==> config.mk <==
export PLATFORM = sky130hd
export DESIGN_NAME = adcs_top
export DESIGN_NICKNAME = d
export VERILOG_FILES = /design/src/rtl/adcs_pkg.sv /design/src/rtl/adcs_top.sv
export VERILOG_INCLUDE_DIRS = /design/src /design/src/rtl
export SDC_FILE = /design/constraint.sdc
export NUM_CORES = 1
export LEC_CHECK = 0
export ABC_AREA = 1
export BUFFER_PORTS_ARGS = -buffer_cell sky130_fd_sc_hd__buf_2
export CAP_MARGIN = 5
export CELL_PAD_IN_SITES_DETAIL_PLACEMENT = 1
export CELL_PAD_IN_SITES_GLOBAL_PLACEMENT = 1
export CORE_UTILIZATION = 30
export CTS_BUF_LIST = sky130_fd_sc_hd__clkbuf_4 sky130_fd_sc_hd__clkbuf_8
export DETAILED_ROUTE_END_ITERATION = 10
export PLACE_DENSITY = 0.72
export REMOVE_ABC_BUFFERS = 1
export SETUP_SLACK_MARGIN = 0.2
export SLEW_MARGIN = 20
export SYNTH_ARGS = -nofsm -noshare
export SYNTH_HDL_FRONTEND = slang
export SYNTH_SLANG_ARGS = --single-unit
==> constraint.sdc <==
create_clock -name pclk -period 2.9 [get_ports pclk]
set_input_delay 0.29 -clock pclk [delete_from_list [all_inputs] [get_ports pclk]]
set_output_delay 0.29 -clock pclk [all_outputs]
set_load 0.01 [all_outputs]
==> src/rtl/adcs_map.svh <==
// adcs_map.svh: register offsets, field positions, reset values, timing.
// Assumes a 50 MHz pclk and 32-bit APB words at aligned byte addresses.
// Summary of operation
// - Sampling lasts 64, 128 or 4096 cycles
// - Compare lasts 44, 99 or 176 cycles
// - Conversion is sampling then compare
// - Result width is 8 or 10 bits
// - One of eight channels at a time
// - Start by software, timer or pin fall
// - Completion raises request when enabled
// - Completion may request autonomous transfer service
// - Single-shot: start to end, then stop
// - Continuous: start to end, repeat forever
// - Incremental: one channel per trigger, wrapping
// - Transfer first, then interrupt, when enabled
`ifndef ADCS_MAP_SVH
`define ADCS_MAP_SVH

// Register byte offsets
`define ADCS_CTRL_OFS  12'h000
`define ADCS_CMD_OFS   12'h004
`define ADCS_RES_OFS   12'h008

// Control register fields
`define ADCS_F_SAMP    1:0
`define ADCS_F_CMP     3:2
`define ADCS_F_RES10   4
`define ADCS_F_MODE    6:5
`define ADCS_F_TRIG    8:7
`define ADCS_F_IEN     9
`define ADCS_F_XSE     10
`define ADCS_F_STCH    13:11
`define ADCS_F_ENCH    16:14
`define ADCS_CTRL_RST  17'h00000

// Command / status fields
`define ADCS_F_GO      0
`define ADCS_F_STOP    1
`define ADCS_F_DONE    8

// Phase lengths in pclk cycles
`define ADCS_SAMP0     13'h0040
`define ADCS_SAMP1     13'h0080
`define ADCS_SAMP2     13'h1000
`define ADCS_CMP0      13'h002C
`define ADCS_CMP1      13'h0063
`define ADCS_CMP2      13'h00B0
`define ADCS_STEP_LAST 2'h3

// Least phase times that software must respect
`define ADCS_PCLK_NS     20
`define ADCS_SAMP_MIN_NS 4000
`define ADCS_CMP_MIN_NS  4400
`define ADCS_SAMP_MIN_CYC \
   ((`ADCS_SAMP_MIN_NS + `ADCS_PCLK_NS - 1) / `ADCS_PCLK_NS)
`define ADCS_CMP_MIN_CYC \
   ((`ADCS_CMP_MIN_NS + `ADCS_PCLK_NS - 1) / `ADCS_PCLK_NS)

`endif

==> src/rtl/adcs_pkg.sv <==
// adcs_pkg: state, mode and trigger types plus the state record.
// Assumes adcs_map.svh is on the include path.
`include "adcs_map.svh"
package adcs_pkg;
   typedef enum logic [1:0] {
      ADCS_IDLE = 2'b00,
      ADCS_SAMP = 2'b01,
      ADCS_CMP  = 2'b10
   } adcs_st_e;

   typedef enum logic [1:0] {
      ADCS_SINGLE = 2'b00,
      ADCS_CONT   = 2'b01,
      ADCS_INCR   = 2'b10
   } adcs_mode_e;

   typedef enum logic [1:0] {
      ADCS_TRG_SW  = 2'b00,
      ADCS_TRG_TMR = 2'b01,
      ADCS_TRG_EXT = 2'b10
   } adcs_trg_e;

   typedef struct packed {
      adcs_st_e    st;
      logic [12:0] cnt;
      logic [3:0]  bitn;
      logic [1:0]  stepc;
      logic [2:0]  ch;
      logic [2:0]  nch;
      logic [9:0]  trial;
      logic [9:0]  res;
      logic [2:0]  res_ch;
      logic        done;
      logic        xdone;
      logic [16:0] ctrl;
      logic [31:0] rdata;
      logic        rdy;
      logic        err;
      logic        irq;
      logic        xreq;
      logic        smp;
      logic        c1;
      logic        c2;
      logic        e1;
      logic        e2;
      logic        e3;
   } adcs_state_s;
endpackage

==> src/rtl/adcs_top.sv <==
// adcs_top: conversion sequencer for an 8/10-bit successive approximation
// converter with eight inputs, APB registers and completion requests.
// Assumes comparator and trigger pin are asynchronous; timer is on pclk.
//
// Our own choices: the placing of the registers and the APB interface to the registers.
`timescale 1ns/100ps
`include "adcs_map.svh"
module adcs_top (
   // Clock and reset
   input  logic        pclk,
   input  logic        presetn,
   // APB slave
   input  logic        psel,
   input  logic        penable,
   input  logic        pwrite,
   input  logic [11:0] paddr,
   input  logic [31:0] pwdata,
   output logic [31:0] prdata,
   output logic        pready,
   output logic        pslverr,
   // Start sources
   input  logic        tmr_trig,
   input  logic        ext_trig_n,
   // Analog front end
   input  logic        cmp_in,
   output logic [2:0]  ch_sel,
   output logic        sample_on,
   output logic [9:0]  dac_code,
   // Completion service
   input  logic        xfer_done,
   output logic        irq_req,
   output logic        xfer_req
);
   adcs_pkg::adcs_state_s s_ff;
   adcs_pkg::adcs_state_s nxt_s;
   adcs_pkg::adcs_mode_e  mode;
   adcs_pkg::adcs_trg_e   src;
   logic [12:0]           samp_len;
   logic [12:0]           cmp_len;
   logic [3:0]            lsb;
   logic [2:0]            st_ch;
   logic [2:0]            en_ch;
   logic [2:0]            start_ch;
   logic [9:0]            res_val;
   logic [2:0]            adv;
   logic                  res10;
   logic                  ien;
   logic                  transfer_service_enable;
   logic                  acc;
   logic                  hit_ctrl;
   logic                  hit_cmd;
   logic                  hit_res;
   logic                  bad;
   logic                  wr;
   logic                  go_sw;
   logic                  stop;
   logic                  clr_done;
   logic                  ext_fall;
   logic                  trig;
   logic                  fin;
   logic                  last;
   logic                  sar_on;
   logic                  fin_x;

   // Control field views
   assign mode  = adcs_pkg::adcs_mode_e'(s_ff.ctrl[`ADCS_F_MODE]);
   assign src   = adcs_pkg::adcs_trg_e'(s_ff.ctrl[`ADCS_F_TRIG]);
   assign res10 = s_ff.ctrl[`ADCS_F_RES10];
   assign ien   = s_ff.ctrl[`ADCS_F_IEN];
   assign transfer_service_enable   = s_ff.ctrl[`ADCS_F_XSE];
   assign st_ch = s_ff.ctrl[`ADCS_F_STCH];
   assign en_ch = s_ff.ctrl[`ADCS_F_ENCH];

   // Phase lengths; code 3 repeats the longest setting
   assign samp_len = (s_ff.ctrl[`ADCS_F_SAMP] == 2'h0) ? `ADCS_SAMP0 :
                     (s_ff.ctrl[`ADCS_F_SAMP] == 2'h1) ? `ADCS_SAMP1 :
                     `ADCS_SAMP2;
   assign cmp_len  = (s_ff.ctrl[`ADCS_F_CMP] == 2'h0) ? `ADCS_CMP0 :
                     (s_ff.ctrl[`ADCS_F_CMP] == 2'h1) ? `ADCS_CMP1 :
                     `ADCS_CMP2;
   assign lsb = res10 ? 4'h0 : 4'h2;

   // Incremental resumes where it paused; 8-bit keeps the top bits
   assign start_ch = (mode == adcs_pkg::ADCS_INCR) ? s_ff.nch : st_ch;
   assign res_val  = res10 ? s_ff.trial : {2'h0, s_ff.trial[9:2]};

   // APB decode; every access has one wait state
   assign acc      = psel & penable;
   assign hit_ctrl = paddr == `ADCS_CTRL_OFS;
   assign hit_cmd  = paddr == `ADCS_CMD_OFS;
   assign hit_res  = paddr == `ADCS_RES_OFS;
   assign bad      = ~(hit_ctrl | hit_cmd | hit_res);
   assign wr       = acc & s_ff.rdy & pwrite & ~bad;
   assign go_sw    = wr & hit_cmd & pwdata[`ADCS_F_GO];
   assign stop     = wr & hit_cmd & pwdata[`ADCS_F_STOP];
   assign clr_done = wr & hit_cmd & pwdata[`ADCS_F_DONE];

   // Start sources; only the second and third pin stages are compared
   assign ext_fall = s_ff.e3 & ~s_ff.e2;
   assign trig = (src == adcs_pkg::ADCS_TRG_SW  & go_sw) |
                 (src == adcs_pkg::ADCS_TRG_TMR & tmr_trig) |
                 (src == adcs_pkg::ADCS_TRG_EXT & ext_fall);

   // Sequencing terms
   assign fin    = s_ff.st == adcs_pkg::ADCS_CMP &&
                   s_ff.cnt == cmp_len - 13'h0001;
   assign last   = s_ff.ch == en_ch;
   assign adv    = last ? st_ch : s_ff.ch + 3'h1;
   assign sar_on = s_ff.bitn != 4'hF && s_ff.bitn >= lsb;
   assign fin_x  = fin & ien & transfer_service_enable;

   // Next state of the whole block
   always_comb begin
      nxt_s = s_ff;
      nxt_s.c1 = cmp_in;
      nxt_s.c2 = s_ff.c1;
      nxt_s.e1 = ext_trig_n;
      nxt_s.e2 = s_ff.e1;
      nxt_s.e3 = s_ff.e2;
      // Configuration is frozen while a conversion runs
      if (wr && hit_ctrl && s_ff.st == adcs_pkg::ADCS_IDLE) begin
         nxt_s.ctrl = pwdata[16:0];
         nxt_s.nch  = pwdata[`ADCS_F_STCH];
      end
      unique case (s_ff.st)
         adcs_pkg::ADCS_IDLE: begin
            if (trig) begin
               nxt_s.st  = adcs_pkg::ADCS_SAMP;
               nxt_s.cnt = 13'h0000;
               nxt_s.smp = 1'b1;
               nxt_s.ch  = start_ch;
            end
         end
         adcs_pkg::ADCS_SAMP: begin
            if (s_ff.cnt == samp_len - 13'h0001) begin
               nxt_s.st    = adcs_pkg::ADCS_CMP;
               nxt_s.cnt   = 13'h0000;
               nxt_s.smp   = 1'b0;
               nxt_s.trial = 10'h200;
               nxt_s.bitn  = 4'h9;
               nxt_s.stepc = 2'h0;
            end else begin
               nxt_s.cnt = s_ff.cnt + 13'h0001;
            end
         end
         adcs_pkg::ADCS_CMP: begin
            nxt_s.cnt   = s_ff.cnt + 13'h0001;
            nxt_s.stepc = s_ff.stepc + 2'h1;
            // Four cycles per bit cover the two synchroniser stages
            if (s_ff.stepc == `ADCS_STEP_LAST && sar_on) begin
               if (!s_ff.c2) begin
                  nxt_s.trial[s_ff.bitn] = 1'b0;
               end
               if (s_ff.bitn != lsb) begin
                  nxt_s.trial[s_ff.bitn - 4'h1] = 1'b1;
               end
               nxt_s.bitn = s_ff.bitn - 4'h1;
            end
            if (fin) begin
               nxt_s.res    = res_val;
               nxt_s.res_ch = s_ff.ch;
               nxt_s.cnt    = 13'h0000;
               unique case (mode)
                  adcs_pkg::ADCS_CONT: begin
                     nxt_s.st  = adcs_pkg::ADCS_SAMP;
                     nxt_s.smp = 1'b1;
                     nxt_s.ch  = adv;
                  end
                  adcs_pkg::ADCS_INCR: begin
                     nxt_s.st  = adcs_pkg::ADCS_IDLE;
                     nxt_s.nch = adv;
                  end
                  default: begin
                     if (last) begin
                        nxt_s.st = adcs_pkg::ADCS_IDLE;
                     end else begin
                        nxt_s.st  = adcs_pkg::ADCS_SAMP;
                        nxt_s.smp = 1'b1;
                        nxt_s.ch  = adv;
                     end
                  end
               endcase
            end
         end
         default: begin
            nxt_s.st  = adcs_pkg::ADCS_IDLE;
            nxt_s.smp = 1'b0;
         end
      endcase
      // Software abort wins over any sequencing step
      if (stop) begin
         nxt_s.st  = adcs_pkg::ADCS_IDLE;
         nxt_s.smp = 1'b0;
      end
      // Sticky flags: a new completion beats a clear in the same cycle
      nxt_s.done  = (s_ff.done & ~clr_done) | fin;
      nxt_s.xreq  = (s_ff.xreq & ~xfer_done) | fin_x;
      nxt_s.xdone = ~fin_x & ((s_ff.xreq & xfer_done) | s_ff.xdone);
      nxt_s.irq   = nxt_s.done & ien & (~transfer_service_enable | nxt_s.xdone);
      // APB answer: data captured in the first access cycle
      if (acc && !s_ff.rdy) begin
         nxt_s.rdy = 1'b1;
         nxt_s.err = bad;
         if (hit_ctrl) begin
            nxt_s.rdata = {15'h0000, s_ff.ctrl};
         end else if (hit_cmd) begin
            nxt_s.rdata = {20'h00000, s_ff.ch, s_ff.done, 7'h00,
                           s_ff.st != adcs_pkg::ADCS_IDLE};
         end else if (hit_res) begin
            nxt_s.rdata = {17'h00000, s_ff.res_ch, 2'h0, s_ff.res};
         end else begin
            nxt_s.rdata = 32'h00000000;
         end
      end else begin
         nxt_s.rdy = 1'b0;
         nxt_s.err = 1'b0;
      end
   end

   // State register
   always_ff @(posedge pclk or negedge presetn) begin
      if (!presetn) begin
         s_ff <= '{st: adcs_pkg::ADCS_IDLE, ctrl: `ADCS_CTRL_RST,
                   e1: 1'b1, e2: 1'b1, e3: 1'b1, default: '0};
      end else begin
         s_ff <= nxt_s;
      end
   end

   // Outputs straight from the state register
   assign prdata    = s_ff.rdata;
   assign pready    = s_ff.rdy;
   assign pslverr   = s_ff.err;
   assign ch_sel    = s_ff.ch;
   assign sample_on = s_ff.smp;
   assign dac_code  = s_ff.trial;
   assign irq_req   = s_ff.irq;
   assign xfer_req  = s_ff.xreq;

   // Phase occupancy counters seen only by the checks below
   logic [12:0] h_smp;
   logic [12:0] h_cmp;
   always_ff @(posedge pclk or negedge presetn) begin
      if (!presetn) begin
         h_smp <= 13'h0000;
         h_cmp <= 13'h0000;
      end else begin
         h_smp <= (s_ff.st == adcs_pkg::ADCS_SAMP && !fin) ?
                  h_smp + 13'h0001 : 13'h0000;
         h_cmp <= (s_ff.st == adcs_pkg::ADCS_CMP && !fin) ?
                  h_cmp + 13'h0001 : 13'h0000;
      end
   end
endmodule

==> summary.txt <==
Floorplanning
  • Std-Cell Rows: 50
  • Die ar.: roughly 20,000 sq um
  • Die width: 141 microns
  • Io pins: between 100 and 150
  • Starting Density: 30.9%
  • Placeable Area: 18,800 sq um
  • Die Y: 141 microns

Worst setup path
  • Data required, critical path: about 3.2 ns
  • FF-to-FF setup slack: just under 0.7 ns
  • Beginning of the critical path: s_ff[93]$_DFFE_PN0P_
  • Worst-path fanout max: 18
  • Worst Setup End Kind: flip-flop
  • CP Capture Point: s_ff[95]$_DFFE_PN0P_
  • Worst reg2reg path depth: 8
  • Critical R2R Capture: s_ff[95]$_DFFE_PN0P_
  • Crit path DAT: 2.49 ns
  • CP Class: flip-flop to flip-flop
  • Critical R2R Launch: s_ff[93]$_DFFE_PN0P_
  • Startpoint Class: flip-flop

Routing
  • Pre-antenna DRT Iters: 4
  • Post-DR wirelength/cell: 15.8 microns
  • Vias: 4,847
  • Via density: 4.68
  • Residual DRC count: 0
  • DR iter-0 viols: 146
  • Routed WL: 16,300 microns
  • Antenna-violating nets left: 0

Synth
  • Synth async-reset ratio: 100%
  • Number of synthesized register bits: 96
  • Synth Flop Type: dfrtp_1
  • EDFF count, synth: 0
  • Warnings, synthesis: 0
  • Mapped Cells: 727
  • Post-synth cell types: 45
  • Synthesized area: 5810 sq um
  • Seq/Total Area, Yosys: 41.4%
  • Syn Area/Cell: 7.99 sq um

Cells and area
  • Filler cells: 2,295
  • Fin nets: 839
  • Most frequent cells in the layout: 170 x nand2_1, 93 x dfrtp_1, 71 x buf_2
  • Layout Utilization: around a third
  • Commonest non-fill, non-tap cell in the layout: nand2_1
  • Antenna cell count: 0
  • Area Overhead vs Synth: 9.93%
  • FF+latch area: 2410 sq um
  • Multi-input gate area: 2740 sq um
  • Share of cells above drive strength 1: 19.4%

Clocking
  • Clock Tree Buf Depth: 2
  • Clk sinks: between 90 and 100
  • Worst skew pair latency: approximately 0.40 ns
  • Clock transition at path regs: 0.11 ns
  • Total CTS buffers: 9
  • TritonCTS clock tree: yes
  • H-tree depth: 3
  • Clock Root Buffer: clkbuf_8

Timing
  • Max Slew Vio Count: 0
  • Worst-Margin Slew: 0.760 ns
  • Final setup viols: 0
  • Headroom to the max-slew limit: 49.2%
  • Post-route minimum period: roughly 2.2 ns
  • Clock skew: ~0.018 ns
  • Endpoints failing hold: 0
  • Fin crit share: 76.0%
  • Max Clk Rate: 454 MHz
  • RSZ-0062 raised after global routing: no
  • Setup TNS: 0 ns

Pwr
  • Worst VDD drop: 0.000392 V
  • Cell Pwr Density: 638 nW/um^2
  • Leak: around 0.0031 uW

Status
  • Status: complete, no violations

Placement
  • Post-DP HPWL: 12,500 microns
  • Gpl congestion: 0.881
  • IO buf count: 72

Flow run
  • Max Cap Viol: 0

GRT
  • Largest net degree at the start of global routing: 55
  • Initial antenna violation count: 0
  • GRT Resource Usage Total: 17.4%
  • Vias in the first global route: around 5,000
  • Overflow after GRT: 0
  • First-pass GRT wire length: 26,900 microns

Worst hold path
  • Hold path cells: 2
  • Hold path startpoint: xfer_done
  • Hold Crit Class: input port to flip-flop
[stage by stage]
step / total power [uW] / instance area (sq um) / hold slack (ns) / std cells / worst slack [ns]
2_1_floorplan: 2660 / 5410 / -0.00559 / 674 / 0.760
3_3_place_gp: 3200 / 6170 / 0.335 / 1016 / 0.732
3_5_place_dp: 3240 / 6170 / 0.338 / 1016 / 0.671
4_1_cts: 4150 / 6390 / 0.0860 / 1035 / 0.653
5_1_grt: 4380 / 6390 / 0.106 / 1035 / 0.466
6_report: 4080 / 6390 / 0.110 / 1035 / 0.696
[worst min-delay path by stage]
stage | to | slack, ns
CTS | xfer_req$_DFF_PN0_ | 0.09
floorplan | ch_sel[0]$_DFFE_PN0P_ | -0.006
finish | xfer_req$_DFF_PN0_ | 0.11
global placement | s_ff[3]$_DFF_PN0_ | 0.33
global route | en_ch[2]$_DFFE_PN0N_ | 0.11
detailed placement | s_ff[3]$_DFF_PN0_ | 0.34
[routing by layer]
layer  global-route usage [%]  wire [microns]  up-vias
met1                     22.8            7790     2354
met2                     29.5            7750       79
li1                         -               -     2404
met5                        0               0        -
met3                     3.91             637       10
met4                     3.15             148        0
[report_power, final]
part	switching [uW]	internal [uW]	total, uW	leakage, uW
clock network	517	366	883	0.000101
logic	1110	464	1580	0.00173
registers	138	1480	1620	0.00126
total	1770	2310	4080	0.00309
[registers in the layout (all words and copies together), names as in the netlist]
signal and flops:
s_ff 51, prdata 17, dac_code 10, ch_sel 3, en_ch 3, nxt_s 3
mode 2, ien 1, irq_req 1, pready 1, pslverr 1, res10 1
sample_on 1, xfer_req 1
[kinds of logic (layout without fill, tap and decap cells)]
logic type / count (synthesis) / count (layout) / synth area share, %
AND/OR/NAND/NOR: 325 / 325 / 24.5
buffers and inverters: 135 / 169 / 12.3
AO/OA/AOI/OAI: 117 / 117 / 11.4
flip-flops: 96 / 96 / 41.4
multiplexers: 22 / 22 / 4.61
adder cells (fa/ha/maj): 16 / 16 / 3.45
XOR/XNOR: 15 / 15 / 2.26
other: 1 / 15 / 0.0645
[worst max-delay path, cell delays in order, from the launching register on]
cell and delay [ns]:
dfrtp_1 0.42, inv_1 0.15, ha_1 0.25, nand3_1 0.18, nand3_1 0.12, a31oi_2 0.58, nor2_8 0.16, o21ai_0 0.11
o21ai_0 0.10
[Yosys cell counts, types with 11 or more instances]
library cell	n	area share [%]
a21oi_1	18	1.6
a221oi_1	12	1.8
buf_4	48	6.2
dfrtp_1	93	40
ha_1	16	3.4
inv_1	56	3.6
inv_2	11	0.71
nand2_1	170	11
nand3_1	44	3.8
nor2_1	68	4.4
o21ai_0	59	5.1
o21ai_1	18	1.6
[what timing repair did]
action                                 4_1_cts  5_1_grt
endpoints found under the hold margin       53        0
hold buffers                                 3        0
setup buffers                                0        0
gates resized for setup                      0        0
[cell type report]
cell class                      count  share of cell area (%)
Clock inverter                      5                   0.568
Multi-Input combinational cell    510                    43.0
Sequential cell                    96                    37.7
Tap cell                          260                    5.09
Timing Repair Buffer               85                    7.33
Clock buffer                       11                    2.37
Inverter                           68                    4.02
(Power assumes the default switching activity.)
